$ cat config.mk
export PLATFORM = sky130hd
export DESIGN_NAME = rtie_top
export DESIGN_NICKNAME = d
export VERILOG_FILES = /design/src/rtie_pkg.sv /design/src/rtie_top.sv /design/src/rtie_sticky.sv
export SDC_FILE = /design/constraint.sdc
export NUM_CORES = 1
export LEC_CHECK = 0
export BUFFER_PORTS_ARGS = -buffer_cell sky130_fd_sc_hd__clkbuf_2
export CORE_MARGIN = 5
export CORE_UTILIZATION = 30
export CTS_CLUSTER_SIZE = 16
export DETAILED_ROUTE_END_ITERATION = 10
export MAX_ROUTING_LAYER = met4
export SYNTH_ARGS = -nofsm -noshare
export SYNTH_HDL_FRONTEND = slang
export SYNTH_SLANG_ARGS = --single-unit
export TNS_END_PERCENT = 20
$ cat constraint.sdc
create_clock -name CLK_IN -period 2.66 [get_ports CLK_IN]
set_clock_uncertainty 0.05 [all_clocks]
set_input_delay 0.532 -clock CLK_IN [delete_from_list [all_inputs] [get_ports CLK_IN]]
set_output_delay 0.532 -clock CLK_IN [all_outputs]
set_load 0.01 [all_outputs]
$ cat src/rtie_pkg.sv
/*
 * Shared constants and carrier types for the terminal interrupt event
 * block. Assumes the host port decoder presents word addresses at the
 * register offsets held here.
 */
package rtie_pkg;

    localparam int DATA_W = 16;
    localparam int ADDR_W = 8;

    // register offsets on the host port (word addresses)
    localparam logic [ADDR_W-1:0] PENDING_ADDR = 8'h09;
    localparam logic [ADDR_W-1:0] ENABLE_ADDR = 8'h12;
    localparam logic [ADDR_W-1:0] OUT_ENABLE_ADDR = 8'h16;

    // shared event bit layout of all three registers
    localparam int RESET_CMD_BIT = 8;
    localparam int INDEX_ZERO_BIT = 7;
    localparam int ILLEGAL_CMD_BIT = 6;
    localparam int BROADCAST_RX_BIT = 5;
    localparam int MSG_ERROR_BIT = 4;
    localparam int ACCESS_NOTIFY_BIT = 3;

    // only bits 8..3 hold state; 15..9 and 2..0 read as zero
    localparam logic [DATA_W-1:0] LIVE_MASK = 16'h01F8;
    localparam logic [DATA_W-1:0] REG_RESET = 16'h0000;

    // one decoded command word, qualified by valid
    typedef struct packed {
        logic valid;        // one-cycle strobe: valid command decoded
        logic reset_mc;     // command is the reset-terminal mode command
        logic illegal;      // illegalization table entry is 1
        logic bcast_addr;   // command addressed to terminal 31
        logic access_opt;   // descriptor entry has access interrupt on
    } rtie_cmd_s;

    // host register access
    typedef struct packed {
        logic wr;
        logic rd;
        logic [ADDR_W-1:0] addr;
        logic [DATA_W-1:0] wdata;
    } rtie_host_s;

endpackage

$ cat src/rtie_top.sv
/*
 * Remote terminal interrupt event registers: enable, pending and output
 * enable with one shared bit layout, the host interrupt line and the
 * reset-request pin. Assumes the protocol engine delivers decoded
 * command strobes and a message-done strobe on CLK_IN.
 */
// How it works
// - one bit layout for all three registers
// - bits 15..9 ignore writes, read zero
// - bits 2..0 ignore writes, read zero
// - bit 8 flags valid reset mode command
// - disabled reset command drives reset-request pin
// - broadcast reset command also drives reset-request pin
// - bit 7 on indexed count 1 to 0
// - bit 7 on circular message count reached
// - bit 6 on command with illegal entry
// - illegal command: status with error, no data
// - disabled illegal command leaves pending bit 6 alone; bit 4 still sets if enabled and can arm the line
// - bit 5 on enabled broadcast command
// - bit 4 when message error flag set
// - bit 3 on command with access option
// - enabled events OR into pending
// - pending read returns value then clears
// - enabled output asserts line at message end
// - late enable ignores earlier events
module rtie_top (
    input wire logic CLK_IN,                    // 10 MHz clock
    input wire logic ARST_N_IN,                 // async reset, active low
    input rtie_pkg::rtie_host_s HOST_IN,        // host register access
    input rtie_pkg::rtie_cmd_s CMD_IN,          // decoded command
    input wire logic BCAST_EN_IN,               // broadcast allowed
    input wire logic INDEX_ZERO_IN,             // indexed count hit 0
    input wire logic CIRC_DONE_IN,              // circular count reached
    input wire logic ME_SET_IN,                 // message error set
    input wire logic MSG_DONE_IN,               // message completion
    input wire logic CFG_AUTO_RESET_IN,         // config bit 0
    input wire logic RESET_ACK_IN,              // reset request served
    output logic [rtie_pkg::DATA_W-1:0] RD_DATA_OUT, // read data
    output logic IRQ_N_OUT,                     // host interrupt, low
    output logic RESET_REQ_OUT,                 // terminal reset request
    output logic RESET_AUTO_OUT,                // reset handled by itself
    output logic ME_FLAG_OUT,                   // status message error
    output logic NO_DATA_OUT                    // send status word only
);

    typedef struct packed {
        logic [rtie_pkg::DATA_W-1:0] enable;
        logic [rtie_pkg::DATA_W-1:0] out_en;
        logic [rtie_pkg::DATA_W-1:0] rd_data;
        logic arm;
        logic irq_n;
        logic rst_req;
        logic rst_auto;
        logic me_flag;
        logic no_data;
    } rtie_state_s;

    rtie_state_s st;
    rtie_state_s next_st;
    logic [rtie_pkg::DATA_W-1:0] events;
    logic [rtie_pkg::DATA_W-1:0] taken;
    logic [rtie_pkg::DATA_W-1:0] pending;
    logic pend_read;
    logic reset_cmd;
    logic illegal_cmd;

    assign reset_cmd = CMD_IN.valid && CMD_IN.reset_mc;
    assign illegal_cmd = CMD_IN.valid && CMD_IN.illegal;
    assign pend_read = HOST_IN.rd && HOST_IN.addr == rtie_pkg::PENDING_ADDR;

    // raw events, each at its own position in the shared layout
    always_comb
    begin
        events = '0;
        events[rtie_pkg::RESET_CMD_BIT] = reset_cmd;
        events[rtie_pkg::INDEX_ZERO_BIT] =
            INDEX_ZERO_IN || CIRC_DONE_IN;
        events[rtie_pkg::ILLEGAL_CMD_BIT] =
            illegal_cmd;
        events[rtie_pkg::BROADCAST_RX_BIT] = CMD_IN.valid &&
            BCAST_EN_IN && CMD_IN.bcast_addr;
        // an illegal reply sets the error flag, so it counts as well
        events[rtie_pkg::MSG_ERROR_BIT] =
            ME_SET_IN || illegal_cmd;
        events[rtie_pkg::ACCESS_NOTIFY_BIT] =
            CMD_IN.valid && CMD_IN.access_opt;
    end

    // gated by the enable as it stands now: nothing is kept for a
    // disabled event, so a later enable sees no history
    assign taken = events & st.enable;

    rtie_sticky #(
        .W(rtie_pkg::DATA_W)
    ) u_pending (
        .clk_in(CLK_IN),
        .arst_n_in(ARST_N_IN),
        .set_in(taken),
        .clr_in(pend_read),
        .q_out(pending)
    );

    always_comb
    begin
        next_st = st;
        if (HOST_IN.wr && HOST_IN.addr == rtie_pkg::ENABLE_ADDR)
            next_st.enable = HOST_IN.wdata & rtie_pkg::LIVE_MASK;
        if (HOST_IN.wr && HOST_IN.addr == rtie_pkg::OUT_ENABLE_ADDR)
            next_st.out_en = HOST_IN.wdata & rtie_pkg::LIVE_MASK;
        if (HOST_IN.rd)
        begin
            case (HOST_IN.addr)
                rtie_pkg::PENDING_ADDR: next_st.rd_data = pending;
                rtie_pkg::ENABLE_ADDR: next_st.rd_data = st.enable;
                rtie_pkg::OUT_ENABLE_ADDR: next_st.rd_data = st.out_en;
                default: next_st.rd_data = '0;
            endcase
        end
        // events enabled in the output enable arm the line; it fires at message end
        if (MSG_DONE_IN)
        begin
            next_st.arm = 1'b0;
            if (st.arm || |(taken & st.out_en))
                next_st.irq_n = 1'b0;
        end
        else if (|(taken & st.out_en))
        begin
            next_st.arm = 1'b1;
        end
        else if (pend_read)
        begin
            next_st.irq_n = 1'b1;
        end
        if (RESET_ACK_IN)
            next_st.rst_req = 1'b0;
        if (reset_cmd &&
            (!st.enable[rtie_pkg::RESET_CMD_BIT] || CMD_IN.bcast_addr))
        begin
            next_st.rst_req = 1'b1;
            next_st.rst_auto = CFG_AUTO_RESET_IN;
        end
        if (MSG_DONE_IN)
        begin
            next_st.me_flag = 1'b0;
            next_st.no_data = 1'b0;
        end
        if (illegal_cmd)
        begin
            next_st.me_flag = 1'b1;
            next_st.no_data = 1'b1;
        end
    end

    always_ff @(posedge CLK_IN or negedge ARST_N_IN)
    begin
        if (!ARST_N_IN)
        begin
            st <= '0;
            st.enable <= rtie_pkg::REG_RESET;
            st.out_en <= rtie_pkg::REG_RESET;
            st.irq_n <= 1'b1;
        end
        else
        begin
            st <= next_st;
        end
    end

    assign RD_DATA_OUT = st.rd_data;
    assign IRQ_N_OUT = st.irq_n;
    assign RESET_REQ_OUT = st.rst_req;
    assign RESET_AUTO_OUT = st.rst_auto;
    assign ME_FLAG_OUT = st.me_flag;
    assign NO_DATA_OUT = st.no_data;
endmodule

$ cat src/rtie_sticky.sv
/*
 * Sticky bit vector: set bits accumulate until a clear strobe.
 * Assumes set and clear are synchronous one-cycle strobes.
 */
module rtie_sticky #(
    parameter int W = 16
) (
    input wire logic clk_in,            // block clock
    input wire logic arst_n_in,         // async reset, active low
    input wire logic [W-1:0] set_in,    // bits to set this cycle
    input wire logic clr_in,            // clear all bits
    output logic [W-1:0] q_out          // stored bits
);

    logic [W-1:0] q;
    logic [W-1:0] next_q;

    // a set landing in the clearing cycle survives the clear
    always_comb
    begin
        next_q = (clr_in ? '0 : q) | set_in;
    end

    always_ff @(posedge clk_in or negedge arst_n_in)
    begin
        if (!arst_n_in)
            q <= '0;
        else
            q <= next_q;
    end

    assign q_out = q;

endmodule

Word-level counts from Yosys, hierarchy flattened
Cells that the tools add are included.

Input port bits: 40. Output and inout bits: 21. Bits in registers: 50.

Multiplexer cells: 11. Bitwise operators: 3. Equal/unequal tests: 5. Reductions and logical operators: 20.

Operators by type and width (number): 16-bit one-hot mux with 3 select lines (1); 9-bit bitwise AND (2); 8-bit by 5-bit equality test with 1-bit output (second input constant) (2); 16-bit 2-to-1 mux (1); 16-bit by 9-bit OR with 16-bit output (1); 16-bit OR reduction (1); 1-bit logical AND (9); 8-bit by 4-bit equality test with 1-bit output (second input constant) (1); 2-bit 2-to-1 mux (4); 2-bit nonzero test (4); 1-bit 2-to-1 mux (5); 1-bit logical OR (4); 3-bit AND reduction (1); 2-bit by 1-bit inequality test with 1-bit output (second input constant) (1); 2-bit inequality test (second input constant) (1); 1-bit logical NOT (1).

Logic depth before layout (Yosys ltp)
Depth in word-level cells: 8. Gate-level depth with buffers: 5.

By module
From an unflattened synthesis, not the netlist that was laid out.

Cell total of the unflattened synthesis: 201. Area total of the unflattened synthesis: 2296.0 µm².

By module, submodules not included: rtie_top (area an instance 1752.9 µm², times used 1, cells each 167); rtie_sticky (area an instance 543.0 µm², times used 1, cells each 34).

Worst setup path after synthesis
Ideal clock, no wire load.

Kind: input-to-reg. From: input HOST_IN[16] (netlist name). To: register st[41] (netlist name). Arrival time: 1.601 ns. Path buffers: 1. Library setup time: 0.125 ns. Cell stages on the path: 5. Path slack: 0.884 ns. Required time: 2.485 ns. Cell sequence: and4bb_4 and2b_4 and3_4 buf_8 mux2_4.

Word-level cells in the longest chain between the ends: 2.

RTL lines: start: declaration (line rtie_top.sv:29) `input rtie_pkg::rtie_host_s HOST_IN,`; 8-bit by 5-bit equality test with 1-bit output (line rtie_top.sv:106) `if (HOST_IN.wr && HOST_IN.addr == rtie_pkg::ENABLE_ADDR)`; 1-bit logical AND (line rtie_top.sv:106); end signal: assignment (line rtie_top.sv:165) `st <= next_st;`; end: declaration (line rtie_top.sv:58) `rtie_state_s st;`.

Every way passes these cells. A chain may end at the register's enable or synchronous reset.

Worst setup path in the final report
From: input HOST_IN[16] (netlist name). To: register st[45] (netlist name).

Same word-level chain as after synthesis.

==> results.md <==
* Startpoint Class: input port
* Pin count of the biggest net entering global routing at 30
* CP Data Required Time at 2.78 ns
* Net Sw Frac at 24.46%
* Status: finished, final reports clean
* Tmin final at 1.617 ns
* # fillers at 519
* Initial detailed-routing violation count at 65
* Crit. End Element: flip-flop
* Final Core Density at 35.96%
* Flop pwr share at 49.5%
* Largest cells by area after synthesis: dfrtp_1, buf_4, mux2_4
* Mapped cell area at 1545 µm²
* Hold Buf Count CTS at 0
* GRT Overall Usage at 11.30%
* Residual DRC at 0
* Worst-Skew Late Latency at 0.28 ns
* H-tree depth at 2
* Yosys cell types at 37
* Area leader, netlist: dfrtp_1
* Core Area at 5042 µm²
* Combinational group share of total power at 10.3%
* CP peak stage delay at 0.34 ns
* Yosys reg bits at 29
* Max-slew headroom at 51.43%
* Period Utilization, post-route at 60.78%
* Worst hold path class: input port to asynchronous set/reset pin
* Maximum VDD drop at 0.3484 mV
* Setup-failing EPs final at 0
* Area taken by multi-input logic gates at 659.4 µm²
* Worst-path clk slew at 0.07 ns
* Die Y at 81.77 µm
* Seq. cell area at 726.9 µm²
* Fraction of registers with async set/reset at 100.0%
* Synth cell count leaders: dfrtp_1, buf_4, inv_1, mux2_2, nor2b_1
* Worst Path Max Fanout at 6
* CTS max path bufs at 2
* Router iterations before antenna repair at 4
* Via density at 4.542
* CP Cell Sequence: clkbuf_2 > and4bb_4 > and2b_4 > and3_4 > mux2_4
* Routed Antenna Nets at 0
* Clock power frac at 40.1%
* Count leader, synth: dfrtp_1
* CTS tree: built
* Vias after detailed routing at 1072
* Mapped Cells at 129
* Post-synth top area share at 45.34%
* Slowest cell on crit path: and4bb_4
* Setup TNS at 0 ns
* WL per Instance at 14.43 µm
* Die X at 81.77 µm
* Leak Pwr at 0.9059 nW
* Initial antenna violation count at 0
* Number of synthesized flops with an enable pin at 0
* Setup CP Type: input port to flip-flop
* Crit Reg-Reg Endpoint: IRQ_N_OUT$_DFFE_PN1P_
* Area Overhead vs Synth at 17.33%
* Worst Path Arrival at 1.73 ns
* Clock buffer count from CTS at 5
* Final WL at 3405 µm
* PD cells at 554.4 nW/µm²
* First-pass GRT wire length at 5368 µm
* Number of antenna diodes at 0
* P_int at 0.7592 mW
* Port Buffer Count at 40
* Die area at 6686 µm²
* DP HPWL at 2571 µm
* Layout Nets at 205
* Grt ovf at 0
* P_sw at 0.2458 mW
* Placed Area at 1712 µm²
* R2r worst-path depth at 4
* Worst-Margin Slew at 0.7285 ns
* Clock root cell: clkbuf_8
* Reg2reg setup slack at 1.37 ns
* Layout cells sized above 1 at 45.18%
* Sequential fraction of the synthesis area at 47.04%
* Clock sink total at 29
* Post-CTS setup buffer count at 0
* Reg2reg start: st[42]$_DFFE_PN0P_
* Max-cap violations at 0
* Fin area at 1813 µm²
* IO Pins at 61
* Std cell rows at 26
* GP Congestion at 0.7210
* Number of global-route vias before repair at 1074
* Main flop type after synthesis: dfrtp_1
* Yosys warns at 0
* Fin. max-slew vios at 0
* Placed insts at 228
* Final hold viol count at 0
* Non-Filler Instances at 236
* # resized after CTS at 0
* Unrepaired setup endpoints after global routing: no
* Synthesized area per cell at 11.98 µm²
* Starting Density at 30.65%
* Fmax at 0.6185 GHz
==> worst max-delay path by stage <==
stage,start,to,slack (ns),depth (start not counted)
final,HOST_IN[16],st[45]$_DFFE_PN0P_,1.04,5
after global routing,HOST_IN[18],u_pending.q_out[6]$_DFF_PN0_,1.0,5
after CTS,HOST_IN[16],st[42]$_DFFE_PN0P_,1.05,5
after detailed placement,HOST_IN[16],st[46]$_DFFE_PN0P_,0.75,5
after global placement,HOST_IN[16],st[43]$_DFFE_PN0P_,0.76,5
after floorplan,HOST_IN[16],st[41]$_DFFE_PN0P_,0.88,5
==> routing by layer <==
| layer | GRT usage, % | share of wire (%) | vias to the layer above |
|---|---|---|---|
| met5 | - | 0 | - |
| met4 | 4.983 | 1.9 | 0 |
| met3 | 3.947 | 8.4 | 7 |
| met2 | 14.30 | 41 | 45 |
| met1 | 15.92 | 49 | 499 |
| li1 | - | - | 521 |
==> registers in the layout (all words and copies together), names as in the netlist <==
signal / flops
ME_FLAG_OUT: 1
RESET_AUTO_OUT: 1
u_pending.q_out: 6
RD_DATA_OUT: 6
st: 13
RESET_REQ_OUT: 1
IRQ_N_OUT: 1
==> stage by stage <==
step | total power, mW | hold slack (ns) | setup slack [ns]
2_1_floorplan | 0.5669 | 0.1864 | 0.8840
3_3_place_gp | 0.6059 | 0.4245 | 0.7550
3_5_place_dp | 0.6101 | 0.4343 | 0.7475
4_1_cts | 1.015 | 0.2670 | 1.049
5_1_grt | 1.053 | 0.3054 | 0.9990
6_report | 1.005 | 0.2474 | 1.043
==> power groups by stage <==
stage,Sequential (mW),Combinational (mW),Clock (mW)
after floorplan,0.500,0.0671,0
after global routing,0.502,0.116,0.435
after detailed placement,0.505,0.105,0
final,0.498,0.104,0.403
after global placement,0.503,0.102,0
after CTS,0.497,0.105,0.412
==> kinds of logic after synthesis <==
kind of cell / Yosys count / synth area share [%]
AO/OA/AOI/OAI: 28 / 15.87
buffers and inverters: 29 / 12.47
AND/OR/NAND/NOR: 29 / 13.44
other: 1 / 0.2427
flip-flops: 29 / 47.04
multiplexers: 13 / 10.93
==> critical path, delay by kind of cell <==
family / cells / cell delay (ns)
and+or+nand+nor: 3 / 0.80
buffers and inverters: 1 / 0.08
muxes: 1 / 0.31
==> layout make-up <==
type / instances / area share [%]
sequential: 29 / 40.10
clock buffer: 7 / 5.314
timing repair buffer: 41 / 11.46
clock inverter: 1 / 0.2761
tap: 70 / 4.831
multi-input combinational: 80 / 36.37
inverter: 8 / 1.656
==> layout by cell type (no fill, tap or decap), types with 4 or more instances in the layout <==
| cell | instances |
|---|---|
| clkbuf_2 | 40 |
| dfrtp_1 | 28 |
| conb_1 | 10 |
| inv_1 | 8 |
| mux2_2 | 7 |
| nor2b_1 | 7 |
| clkbuf_8 | 7 |
| mux2_4 | 6 |
| a221o_1 | 6 |
| o21ai_0 | 4 |
| nand4_1 | 4 |
| a22o_2 | 4 |
(Power assumes the default switching activity.)
